## src/ofs_pkg.sv

```systemverilog
`default_nettype none
package ofs_pkg;

  // ==========================================================
  // register map (byte addresses)
  localparam logic [7:0] CODE_BASE_OFS = 8'h00;
  localparam logic [7:0] THR_OFS       = 8'h20;
  localparam logic [7:0] BAND_OFS      = 8'h24;
  localparam logic [7:0] STAT_OFS      = 8'h28;
  localparam int         MAX_OUT       = 8;

  // ==========================================================
  // decoded register selectors
  localparam logic [3:0] SEL_THR   = 4'h8;
  localparam logic [3:0] SEL_BAND  = 4'h9;
  localparam logic [3:0] SEL_STAT  = 4'hA;
  localparam logic [3:0] SEL_NONE  = 4'hF;

  // ==========================================================
  // function codes
  localparam logic [7:0] FC_NONE     = 8'h00;
  localparam logic [7:0] FC_SET_MATCH = 8'h01;
  localparam logic [7:0] FC_SPLIT    = 8'h04;
  localparam logic [7:0] FC_OVERLOAD = 8'h05;
  localparam logic [7:0] FC_INV_OC   = 8'h06;
  localparam logic [7:0] FC_UNDERLD  = 8'h07;
  localparam logic [7:0] FC_FAN      = 8'h08;
  localparam logic [7:0] FC_STALL    = 8'h09;
  localparam logic [7:0] FC_OVERVOLT = 8'h0A;
  localparam logic [7:0] FC_LOWVOLT  = 8'h0B;
  localparam logic [7:0] FC_OVERHEAT = 8'h0C;
  localparam logic [7:0] FC_CMD_LOST = 8'h0D;

  // ==========================================================
  // values after reset (frequencies in 0.01 Hz)
  localparam logic [7:0]  RST_CODE_RELAY1 = 8'h1C;
  localparam logic [7:0]  RST_CODE_RELAY2 = 8'h0E;
  localparam logic [7:0]  RST_CODE_TRANS  = 8'h01;
  localparam logic [7:0]  RST_CODE_OTHER  = 8'h00;
  localparam logic [15:0] RST_THR         = 16'h0BB8;
  localparam logic [15:0] RST_BAND        = 16'h03E8;

  // ==========================================================
  // bus responses and channel states
  localparam logic [1:0] RESP_OKAY   = 2'h0;
  localparam logic [1:0] RESP_SLVERR = 2'h2;

  typedef enum logic [1:0] {
    OFS_W_IDLE = 2'h0,
    OFS_W_RESP = 2'h1
  } ofs_wst_t;

  typedef enum logic [1:0] {
    OFS_R_IDLE = 2'h0,
    OFS_R_DATA = 2'h1
  } ofs_rst_t;

endpackage
`default_nettype wire

```

## src/ofs_output_function_selector.sv

```systemverilog
// Our own choices: the address map and the AXI4-Lite register port.
`default_nettype none
module ofs_output_function_selector
  import ofs_pkg::*;
#(
  parameter int NUM_OUT = 6
) (
  input  wire logic                 aclk,
  input  wire logic                 aresetn,
  input  wire logic [7:0]           s_axi_awaddr,
  input  wire logic [2:0]           s_axi_awprot,
  input  wire logic                 s_axi_awvalid,
  output logic                      s_axi_awready,
  input  wire logic [31:0]          s_axi_wdata,
  input  wire logic [3:0]           s_axi_wstrb,
  input  wire logic                 s_axi_wvalid,
  output logic                      s_axi_wready,
  output logic [1:0]                s_axi_bresp,
  output logic                      s_axi_bvalid,
  input  wire logic                 s_axi_bready,
  input  wire logic [7:0]           s_axi_araddr,
  input  wire logic [2:0]           s_axi_arprot,
  input  wire logic                 s_axi_arvalid,
  output logic                      s_axi_arready,
  output logic [31:0]               s_axi_rdata,
  output logic [1:0]                s_axi_rresp,
  output logic                      s_axi_rvalid,
  input  wire logic                 s_axi_rready,
  input  wire logic [15:0]          set_freq,
  input  wire logic [15:0]          oper_freq,
  input  wire logic                 accelerating,
  input  wire logic                 decelerating,
  input  wire logic                 motor_overload,
  input  wire logic                 inverse_time_overcurrent,
  input  wire logic                 underload_warn,
  input  wire logic                 fan_warn,
  input  wire logic                 motor_stall,
  input  wire logic                 dc_over_voltage,
  input  wire logic                 dc_low_voltage,
  input  wire logic                 inverter_overheat,
  input  wire logic                 analog_cmd_lost,
  input  wire logic                 serial_cmd_lost,
  output logic [NUM_OUT-1:0]        func_out
);

  // ==========================================================
  // parameter check
  if (NUM_OUT < 1 || NUM_OUT > MAX_OUT) begin : g_bad_num_out
    $error("NUM_OUT must lie between 1 and 8");
  end

  // ==========================================================
  // state
  typedef struct packed {
    ofs_wst_t                  wst;
    ofs_rst_t                  rst;
    logic [1:0]                bresp;
    logic [1:0]                rresp;
    logic [31:0]               rdata;
    logic [NUM_OUT-1:0][7:0]   code;
    logic [15:0]               thr;
    logic [15:0]               band;
    logic [NUM_OUT-1:0]        outs;
  } ofs_state_t;

  ofs_state_t st_ff;
  ofs_state_t nxt_st;

  // ==========================================================
  // helpers
  function automatic logic [3:0] ofs_decode(input logic [7:0] addr);
    logic [3:0] sel;
    sel = SEL_NONE;
    if (addr[7:2] < 6'(MAX_OUT)) begin
      if (int'(addr[7:2]) < NUM_OUT) begin
        sel = addr[5:2];
      end
    end else if (addr[7:2] == THR_OFS[7:2]) begin
      sel = SEL_THR;
    end else if (addr[7:2] == BAND_OFS[7:2]) begin
      sel = SEL_BAND;
    end else if (addr[7:2] == STAT_OFS[7:2]) begin
      sel = SEL_STAT;
    end
    return sel;
  endfunction

  function automatic logic [15:0] ofs_merge16(
    input logic [15:0] old,
    input logic [31:0] data,
    input logic [3:0]  strb
  );
    logic [15:0] res;
    res = old;
    if (strb[0]) begin
      res[7:0] = data[7:0];
    end
    if (strb[1]) begin
      res[15:8] = data[15:8];
    end
    return res;
  endfunction

  function automatic logic [7:0] ofs_rst_code(input int idx);
    logic [7:0] c;
    unique case (idx)
      0:       c = RST_CODE_RELAY1;
      1:       c = RST_CODE_RELAY2;
      2:       c = RST_CODE_TRANS;
      default: c = RST_CODE_OTHER;
    endcase
    return c;
  endfunction

  // ==========================================================
  // frequency comparisons (17 bits, no wrap)
  logic [15:0] half_band;
  logic [16:0] freq_diff;
  logic        set_match;
  logic        at_or_above;
  logic        above_low;

  always_comb begin
    half_band   = {1'b0, st_ff.band[15:1]};
    freq_diff   = (set_freq >= oper_freq) ? 17'(set_freq - oper_freq)
                                          : 17'(oper_freq - set_freq);
    set_match   = freq_diff < {1'b0, half_band};
    at_or_above = oper_freq >= st_ff.thr;
    above_low   = ({1'b0, oper_freq} + {1'b0, half_band})
                  > {1'b0, st_ff.thr};
  end

  // ==========================================================
  // output function evaluation
  function automatic logic ofs_eval(
    input logic [7:0] code,
    input logic       prev
  );
    logic res;
    res = 1'b0;
    unique case (code)
      FC_SET_MATCH: res = set_match;
      FC_SPLIT: begin
        if (accelerating) begin
          res = at_or_above;
        end else if (decelerating) begin
          res = above_low;
        end else begin
          res = prev;
        end
      end
      FC_OVERLOAD: res = motor_overload;
      FC_INV_OC:   res = inverse_time_overcurrent;
      FC_UNDERLD:  res = underload_warn;
      FC_FAN:      res = fan_warn;
      FC_STALL:    res = motor_overload & motor_stall;
      FC_OVERVOLT: res = dc_over_voltage;
      FC_LOWVOLT:  res = dc_low_voltage;
      FC_OVERHEAT: res = inverter_overheat;
      FC_CMD_LOST: res = analog_cmd_lost | serial_cmd_lost;
      default:     res = 1'b0;
    endcase
    return res;
  endfunction

  // ==========================================================
  // next state
  logic       wr_take;
  logic       rd_take;
  logic [3:0] wsel;
  logic [3:0] rsel;

  always_comb begin
    nxt_st  = st_ff;
    wsel    = ofs_decode(s_axi_awaddr);
    rsel    = ofs_decode(s_axi_araddr);
    wr_take = (st_ff.wst == OFS_W_IDLE) & s_axi_awvalid & s_axi_wvalid;
    rd_take = (st_ff.rst == OFS_R_IDLE) & s_axi_arvalid;

    // outputs follow their codes every cycle
    for (int i = 0; i < NUM_OUT; i++) begin
      nxt_st.outs[i] = ofs_eval(st_ff.code[i], st_ff.outs[i]);
    end

    // write channel
    unique case (st_ff.wst)
      OFS_W_IDLE: begin
        if (wr_take) begin
          nxt_st.wst   = OFS_W_RESP;
          nxt_st.bresp = RESP_OKAY;
          if (wsel < 4'(MAX_OUT)) begin
            if (s_axi_wstrb[0]) begin
              nxt_st.code[wsel[2:0]] = s_axi_wdata[7:0];
            end
          end else if (wsel == SEL_THR) begin
            nxt_st.thr = ofs_merge16(st_ff.thr, s_axi_wdata,
                                     s_axi_wstrb);
          end else if (wsel == SEL_BAND) begin
            nxt_st.band = ofs_merge16(st_ff.band, s_axi_wdata,
                                      s_axi_wstrb);
          end else if (wsel != SEL_STAT) begin
            nxt_st.bresp = RESP_SLVERR;
          end
        end
      end
      OFS_W_RESP: begin
        if (s_axi_bready) begin
          nxt_st.wst = OFS_W_IDLE;
        end
      end
      default: nxt_st.wst = OFS_W_IDLE;
    endcase

    // read channel
    unique case (st_ff.rst)
      OFS_R_IDLE: begin
        if (rd_take) begin
          nxt_st.rst   = OFS_R_DATA;
          nxt_st.rresp = RESP_OKAY;
          nxt_st.rdata = 32'h0000_0000;
          if (rsel < 4'(MAX_OUT)) begin
            nxt_st.rdata[7:0] = st_ff.code[rsel[2:0]];
          end else if (rsel == SEL_THR) begin
            nxt_st.rdata[15:0] = st_ff.thr;
          end else if (rsel == SEL_BAND) begin
            nxt_st.rdata[15:0] = st_ff.band;
          end else if (rsel == SEL_STAT) begin
            nxt_st.rdata[NUM_OUT-1:0] = st_ff.outs;
          end else begin
            nxt_st.rresp = RESP_SLVERR;
          end
        end
      end
      OFS_R_DATA: begin
        if (s_axi_rready) begin
          nxt_st.rst = OFS_R_IDLE;
        end
      end
      default: nxt_st.rst = OFS_R_IDLE;
    endcase
  end

  // ==========================================================
  // registers
  always_ff @(posedge aclk) begin
    if (!aresetn) begin
      st_ff.wst   <= OFS_W_IDLE;
      st_ff.rst   <= OFS_R_IDLE;
      st_ff.bresp <= RESP_OKAY;
      st_ff.rresp <= RESP_OKAY;
      st_ff.rdata <= 32'h0000_0000;
      for (int i = 0; i < NUM_OUT; i++) begin
        st_ff.code[i] <= ofs_rst_code(i);
      end
      st_ff.thr   <= RST_THR;
      st_ff.band  <= RST_BAND;
      st_ff.outs  <= '0;
    end else begin
      st_ff <= nxt_st;
    end
  end

  // ==========================================================
  // ports
  assign s_axi_awready = wr_take;
  assign s_axi_wready  = wr_take;
  assign s_axi_bvalid  = (st_ff.wst == OFS_W_RESP);
  assign s_axi_bresp   = st_ff.bresp;
  assign s_axi_arready = (st_ff.rst == OFS_R_IDLE);
  assign s_axi_rvalid  = (st_ff.rst == OFS_R_DATA);
  assign s_axi_rdata   = st_ff.rdata;
  assign s_axi_rresp   = st_ff.rresp;
  assign func_out      = st_ff.outs;

endmodule
`default_nettype wire

```

## config.mk

```make
export PLATFORM = sky130hd
export DESIGN_NAME = ofs_output_function_selector
export DESIGN_NICKNAME = d
export VERILOG_FILES = /design/src/ofs_pkg.sv /design/src/ofs_output_function_selector.sv
export SDC_FILE = /design/constraint.sdc
export NUM_CORES = 1
export LEC_CHECK = 0
export BUFFER_PORTS_ARGS = -buffer_cell sky130_fd_sc_hd__buf_2
export CELL_PAD_IN_SITES_DETAIL_PLACEMENT = 1
export CELL_PAD_IN_SITES_GLOBAL_PLACEMENT = 2
export CORE_MARGIN = 5
export CORE_UTILIZATION = 30
export DETAILED_ROUTE_END_ITERATION = 7
export PLACE_DENSITY_LB_ADDON = 0.1
export SYNTH_ARGS = -nofsm -noshare
export SYNTH_HDL_FRONTEND = slang
export SYNTH_SLANG_ARGS = --single-unit
```

## constraint.sdc

```tcl
create_clock -name aclk -period 4.4 [get_ports aclk]
set_input_delay 0.44 -clock aclk [delete_from_list [all_inputs] [get_ports aclk]]
set_output_delay 0.44 -clock aclk [all_outputs]
set_load 0.005 [all_outputs]
```

---- Word level (Yosys, flattened, before mapping) ----
Cells that the tools add are included.
word-level totals
  register bits after elaboration ......... 110
  bits in latches ......................... 0
  memory bits (writable) .................. 0
  ROM bits ................................ 0
  input bits .............................. 109
  memories ................................ 0
cells by class
  $add $sub $neg .......................... 3
  $mul .................................... 0
  div/mod/pow operators ................... 0
  $lt $le $gt $ge ......................... 13
  equal/unequal tests ..................... 90
  shifts and indexed selects .............. 0
  multiplexer cells ....................... 44
  bitwise logic cells ..................... 7
  reductions and logical operators ........ 12
operator list
  kind                                                                    number
  8-bit by 4-bit equality test with 1-bit output (second input constant)  36
  8-bit by 3-bit equality test with 1-bit output (second input constant)  24
  1-bit one-hot mux with 11 select lines                                  6
  48-bit bitwise mux                                                      1
  8-bit by 1-bit equality test with 1-bit output (second input constant)  6
  6-bit by 4-bit equality test with 1-bit output (second input constant)  6
  16-bit by 16-bit subtractor with 17-bit output                          2
  16-bit >= comparator                                                    2
  8-bit two-way mux                                                       4
  8-bit binary-select mux with 3-bit select                               1
  8-bit demux with 3-bit select                                           1
  2-bit two-way mux                                                       12
  4-bit equality test (second input constant)                             5
  3-bit two-way mux                                                       6
  3-bit != test (second input constant)                                   6
  16-bit by 15-bit adder with 17-bit output                               1
  17-bit by 16-bit > comparator with 1-bit output                         1
  17-bit by 15-bit < comparator with 1-bit output                         1
  17-bit two-way mux                                                      1
  16-bit two-way mux                                                      1
  4-bit two-way mux                                                       4
  6-bit by 3-bit < comparator with 1-bit output (second input constant)   2
  6-bit by 4-bit < comparator with 1-bit output (second input constant)   2
  6-bit two-way mux                                                       2
  19 further kinds                                                        36

---- Logic depth before layout (Yosys ltp) ----
  depth in word-level cells ............... 10
  depth in mapped cells ................... 20
  gate-level depth less buffers ........... 19

---- Worst setup path before layout ----
Ideal clock, no wire load.
  kind .................................... input port to flip-flop
  from .................................... input set_freq[2]
  to ...................................... register st_ff, in the netlist func_out[1]
  library setup time ...................... 0.096 ns
  data arrival time ....................... 4.341 ns
  required time ........................... 4.304 ns
  path slack .............................. -0.036 ns
  cell stages on the path ................. 18
  path buffers ............................ 2
  cells stage by stage .................... inv_1 -> ha_1 -> buf_6 -> a21oi_4 -> a21oi_2 -> o41ai_1 -> o211ai_2 -> buf_2 -> mux2_2 -> a21oi_1 -> xnor2_1 -> ha_1 -> a21o_1 -> a2111oi_0 -> a211oi_1 -> o221ai_1 -> nand4b_4 -> o41ai_2
between the ends
  longest elaborated chain between the ends .. 4
RTL lines
  item                                                                          RTL line                             RTL
  start, declared                                                               ofs_output_function_selector.sv:29   input wire logic [15:0] set_freq,
  16-bit by 16-bit subtractor with 17-bit output, or another cell as far along  ofs_output_function_selector.sv:126  : 17'(oper_freq - set_freq);
  17-bit two-way mux (*)                                                        ofs_output_function_selector.sv:125  freq_diff = (set_freq >= oper_freq) ? 17'(set_freq - oper_freq)
  17-bit by 15-bit < comparator with 1-bit output (*)                           ofs_output_function_selector.sv:127  set_match = freq_diff < {1'b0, half_band};
  1-bit one-hot mux with 11 select lines (*)                                    ofs_output_function_selector.sv:141  unique case (code)
  end signal, assigned                                                          ofs_output_function_selector.sv:259  st_ff <= nxt_st;
  end, declared                                                                 ofs_output_function_selector.sv:66   ofs_state_t st_ff;
Mark *: on every way between the ends. The rest lies on a longest branch, timed or not.
A chain may end at the register's enable or synchronous reset.

---- Worst setup path in the final report ----
  from .................................... register st_ff, in the netlist half_band[0]
  to ...................................... register st_ff, in the netlist func_out[0]
between the ends
  longest elaborated chain between the ends .. 5
RTL lines
  item                                             RTL line                             RTL
  16-bit by 15-bit adder with 17-bit output        ofs_output_function_selector.sv:129  above_low = ({1'b0, oper_freq} + {1'b0, half_band})
  17-bit by 16-bit > comparator with 1-bit output  ofs_output_function_selector.sv:130  > {1'b0, st_ff.thr};
  1-bit two-way mux                                ofs_output_function_selector.sv:146  end else if (decelerating) begin
  1-bit two-way mux                                n/a
  1-bit one-hot mux with 11 select lines (*)       ofs_output_function_selector.sv:141
Mark *: on every way between the ends. The rest lies on a longest branch, timed or not. The select of a mux whose other input is x is not followed.

==> results.py <==
metrics = {
    "status": {
        "status": "complete, no violations",
    },
    "pwr": {
        "p_per_area_nw_per_um2": 230,
        "p_leak_nw": 5.14,
        "peakVddDrop_uv": 177,
    },
    "global_route": {
        "grt_usage_pct": 19.8,
        "grt_start_max_net_pins": 56,
        "grt_pass1_wl_um": 55800,
        "antenna_found_initial": 1,
        "grt_pass1_vias": 9382,
        "gr-total-overflow": 0,
    },
    "setup_path": {
        "cp_max_fo": 4,
        "cp.required_ns": 4.67,
        "crit_buf_inv": 2,
        "crit_chain": "ha_4 -> inv_2 -> fa_2 -> nor2b_2 -> o31a_1 -> o31a_1 -> o211ai_1 -> nand2b_1 -> a21oi_2 -> xnor2_1 -> ha_1 -> nand2_2 -> nor4_4 -> a211oi_2 -> a31o_2 -> o211ai_1 -> buf_4 -> a31oi_1 -> or4_1 -> o311ai_2",
        "worst_path_max_delay_cell": "or4_1",
        "cp-start-kind": "flip-flop",
        "crit_type": "reg -> reg",
        "rr_startpoint": "half_band[0]",
        "startpoint": "half_band[0]",
        "worst_r2r_endpoint": "func_out[0]",
        "reg2reg_slack_ns": 0.15,
        "crit_family": "compound AO/OA/AOI/OAI gates",
        "arrival_ns": 4.52,
        "critPathMaxStageDelay_ns": 0.52,
        "end_kind": "flip-flop",
        "r2r_cells": 20,
    },
    "die": {
        "io_pins": 156,
        "placementRows": 65,
        "start_util_pct": 30.4,
        "dieWidth_um": 189,
        "dieHeight_um": 189,
        "core_um2": 31600,
        "die-area_um2": 35700,
    },
    "yosys": {
        "yosys.area.top_type": "dfxtp_1",
        "ys_seq_elements": 106,
        "yosys-top-cells-count": "189 x nand2_1, 106 x dfxtp_1, 93 x ha_1, 79 x inv_1, 69 x a21oi_1",
        "synth_top_family_by_area": "simple AND/OR/NAND/NOR gates",
        "yosys.area_share.simple_pct": 23.2,
        "yosysWarnings": 0,
        "synth_area_leaders": "dfxtp_1 22%, ha_1 12%, nand2_1 7.4%",
        "synth-edff-count": 0,
        "synth.area.mux_share_pct": 7.16,
        "yosys.area.top_type_share_pct": 22.1,
        "yosysSeqAreaShare_pct": 22.1,
        "synth_fa_ha_area_share_pct": 12.7,
        "synthFlopType": "dfxtp_1",
        "post_synth_num_cell_types": 77,
        "synth_cells": 1251,
        "synthXorXnorAreaFrac_pct": 2.37,
        "yosysMostFrequentCell": "nand2_1",
        "synth.cell_area_um2": 9600,
        "synth_compound_area_share_pct": 22.7,
        "synthArstFlopShare_pct": 0,
        "syn_area_per_cell_um2": 7.67,
    },
    "placement": {
        "place.gp.congestion": 0.865,
        "dpl_cell_area_um2": 10900,
        "place_ws_ns": -0.388,
        "hpwl_um": 29400,
        "portBuffers": 109,
    },
    "hold_path": {
        "min-delay-start": "s_axi_arvalid",
        "hold_path_end": "st_ff[122]",
        "whs_path_depth": 2,
        "hold_class": "in -> reg",
    },
    "cells_and_area": {
        "synthToLayoutAreaGrowth_pct": 18.7,
        "antenna_cells": 0,
        "nFillCells": 3903,
        "drive_gt1_share_pct": 20.8,
        "fin_util_pct": 36.1,
        "nets": 1591,
        "design_area_um2": 11400,
    },
    "sta": {
        "finalSetupViolCount": 0,
        "max_freq_ghz": 0.235,
        "timing.final.ws_setup_ns": 0.153,
        "rsz0062_at_grt": "true",
        "fin_skew_ns": 0.0114,
        "slew_violations": 0,
        "fin_crit_ns": 4.25,
        "maxSlewHeadroom_pct": 32.0,
        "worst_pin_slew_ns": 1.02,
        "fin_crit_sh_pct": 96.5,
        "hold_violations": 0,
    },
    "clock_tree": {
        "cts-root-buf": "clkbuf_16",
        "clk_pin_slew_worst_paths_ns": 0.08,
        "clk_path_buf_depth": 2,
        "cts_htree_levels": 3,
        "cts.sinks": 106,
        "insertion_delay_ns": 0.36,
        "cts.hold.buffers_added": 0,
        "cts_inserted_buffers": 9,
        "cts_tree": "done",
    },
    "drt": {
        "route.detailed.drc": 0,
        "wl_met1_um": 19700,
        "ant_nets": 0,
        "dr_wl_met2_um": 14700,
        "dr.pass1.iters": 4,
        "wire_per_inst_um": 20.2,
        "drt_iter0_markers": 459,
        "wl_um": 36100,
        "via_per_inst": 5.26,
        "dr_wl_met3_um": 1330,
        "routed.top_layer": "met4",
        "vias": 9425,
    },
    "flow_run": {
        "max_cap_violations": 0,
    },
}
-- metrics by stage --
step / TNS, ns / std cells / hold slack (ns) / power (mW)
detailed placement: -2.11 / 1772 / 0.467 / 1.80
global placement: -1.60 / 1772 / 0.453 / 1.79
finish: 0 / 1793 / 0.330 / 2.63
floorplan: 0 / 1268 / 0.441 / 1.49
global route: -0.0819 / 1793 / 0.319 / 2.78
CTS: 0 / 1788 / 0.313 / 2.63
-- state kept, by name, indices dropped and copies added, names as in the netlist --
| signal | flops |
|---|---|
| half_band | 15 |
| s_axi_bresp | 1 |
| func_out | 6 |
| st_ff | 67 |
| s_axi_rresp | 1 |
| s_axi_rdata | 16 |
-- logic make-up (layout without fill, tap and decap cells) --
| kind of cell | after synthesis | after routing |
|---|---|---|
| AND/OR/NAND/NOR | 452 | 452 |
| AO/OA/AOI/OAI | 305 | 305 |
| buffers and inverters | 197 | 320 |
| flip-flops | 106 | 106 |
| adder cells (fa/ha/maj) | 96 | 96 |
| multiplexers | 68 | 68 |
| XOR/XNOR | 26 | 26 |
| other | 1 | 18 |
-- how the worst max path moves through the flow --
stage | slack, ns | cells past startpoint | endpoint
floorplan | 0.07 | 18 | func_out[1]
global placement | -0.29 | 19 | func_out[1]
detailed placement | -0.39 | 20 | func_out[5]
CTS | 0.02 | 18 | func_out[1]
global route | -0.05 | 20 | func_out[5]
finish | 0.15 | 20 | func_out[0]
-- cells in the final DEF, fill, tap and decap left out, types with 32 or more instances in the layout --
cell	netlist	routed
dfxtp_1	106	105
o21ai_0	49	49
nor2_1	53	53
mux2i_1	63	62
nor2b_1	45	44
buf_4	43	114
inv_1	79	77
nand3_1	46	46
a21oi_1	69	67
nand2_1	189	188
a21boi_0	32	32
ha_1	93	91
buf_2	10	109
-- routing by layer --
metal	vias up	global-route usage, %
met5	-	0
met4	0	3.05
met3	22	2.73
met2	184	28.3
met1	4575	31.8
li1	4644	-
-- area by class of cell --
| type | instances | area (um^2) | share of cell area [%] |
|---|---|---|---|
| tap | 402 | 503 | 4.41 |
| inverter | 79 | 297 | 2.60 |
| timing repair buffer | 225 | 1430 | 12.6 |
| multi-input combinational | 965 | 6760 | 59.3 |
| clock inverter | 7 | 58.8 | 0.516 |
| clock buffer | 9 | 225 | 1.98 |
| sequential | 106 | 2120 | 18.6 |
-- power by group --
part | switching (mW) | internal, mW | total (mW)
sequential | 0.0111 | 0.973 | 0.984
combinational | 0.465 | 0.364 | 0.829
clock | 0.418 | 0.395 | 0.814
total | 0.894 | 1.73 | 2.63
-- worst reg2reg max path, cell delays in order, from the launching register on --
cell and delay (ns):
dfxtp_2 0.34, ha_4 0.16, inv_2 0.05, fa_2 0.21, nor2b_2 0.05, o31a_1 0.32
o31a_1 0.37, o211ai_1 0.25, nand2b_1 0.10, a21oi_2 0.14, xnor2_1 0.10, ha_1 0.31
nand2_2 0.09, nor4_4 0.32, a211oi_2 0.11, a31o_2 0.27, o211ai_1 0.08, buf_4 0.20
a31oi_1 0.09, or4_1 0.52, o311ai_2 0.08
-- what timing repair did --
action                                  CTS  global route
pin swaps                                 0            17
hold endpoints to repair                  0             0
buffers inserted                          0             5
resized for setup                         1            26
endpoints found under the setup margin    2             6
Note: power is estimated with default switching activity, not from simulation.
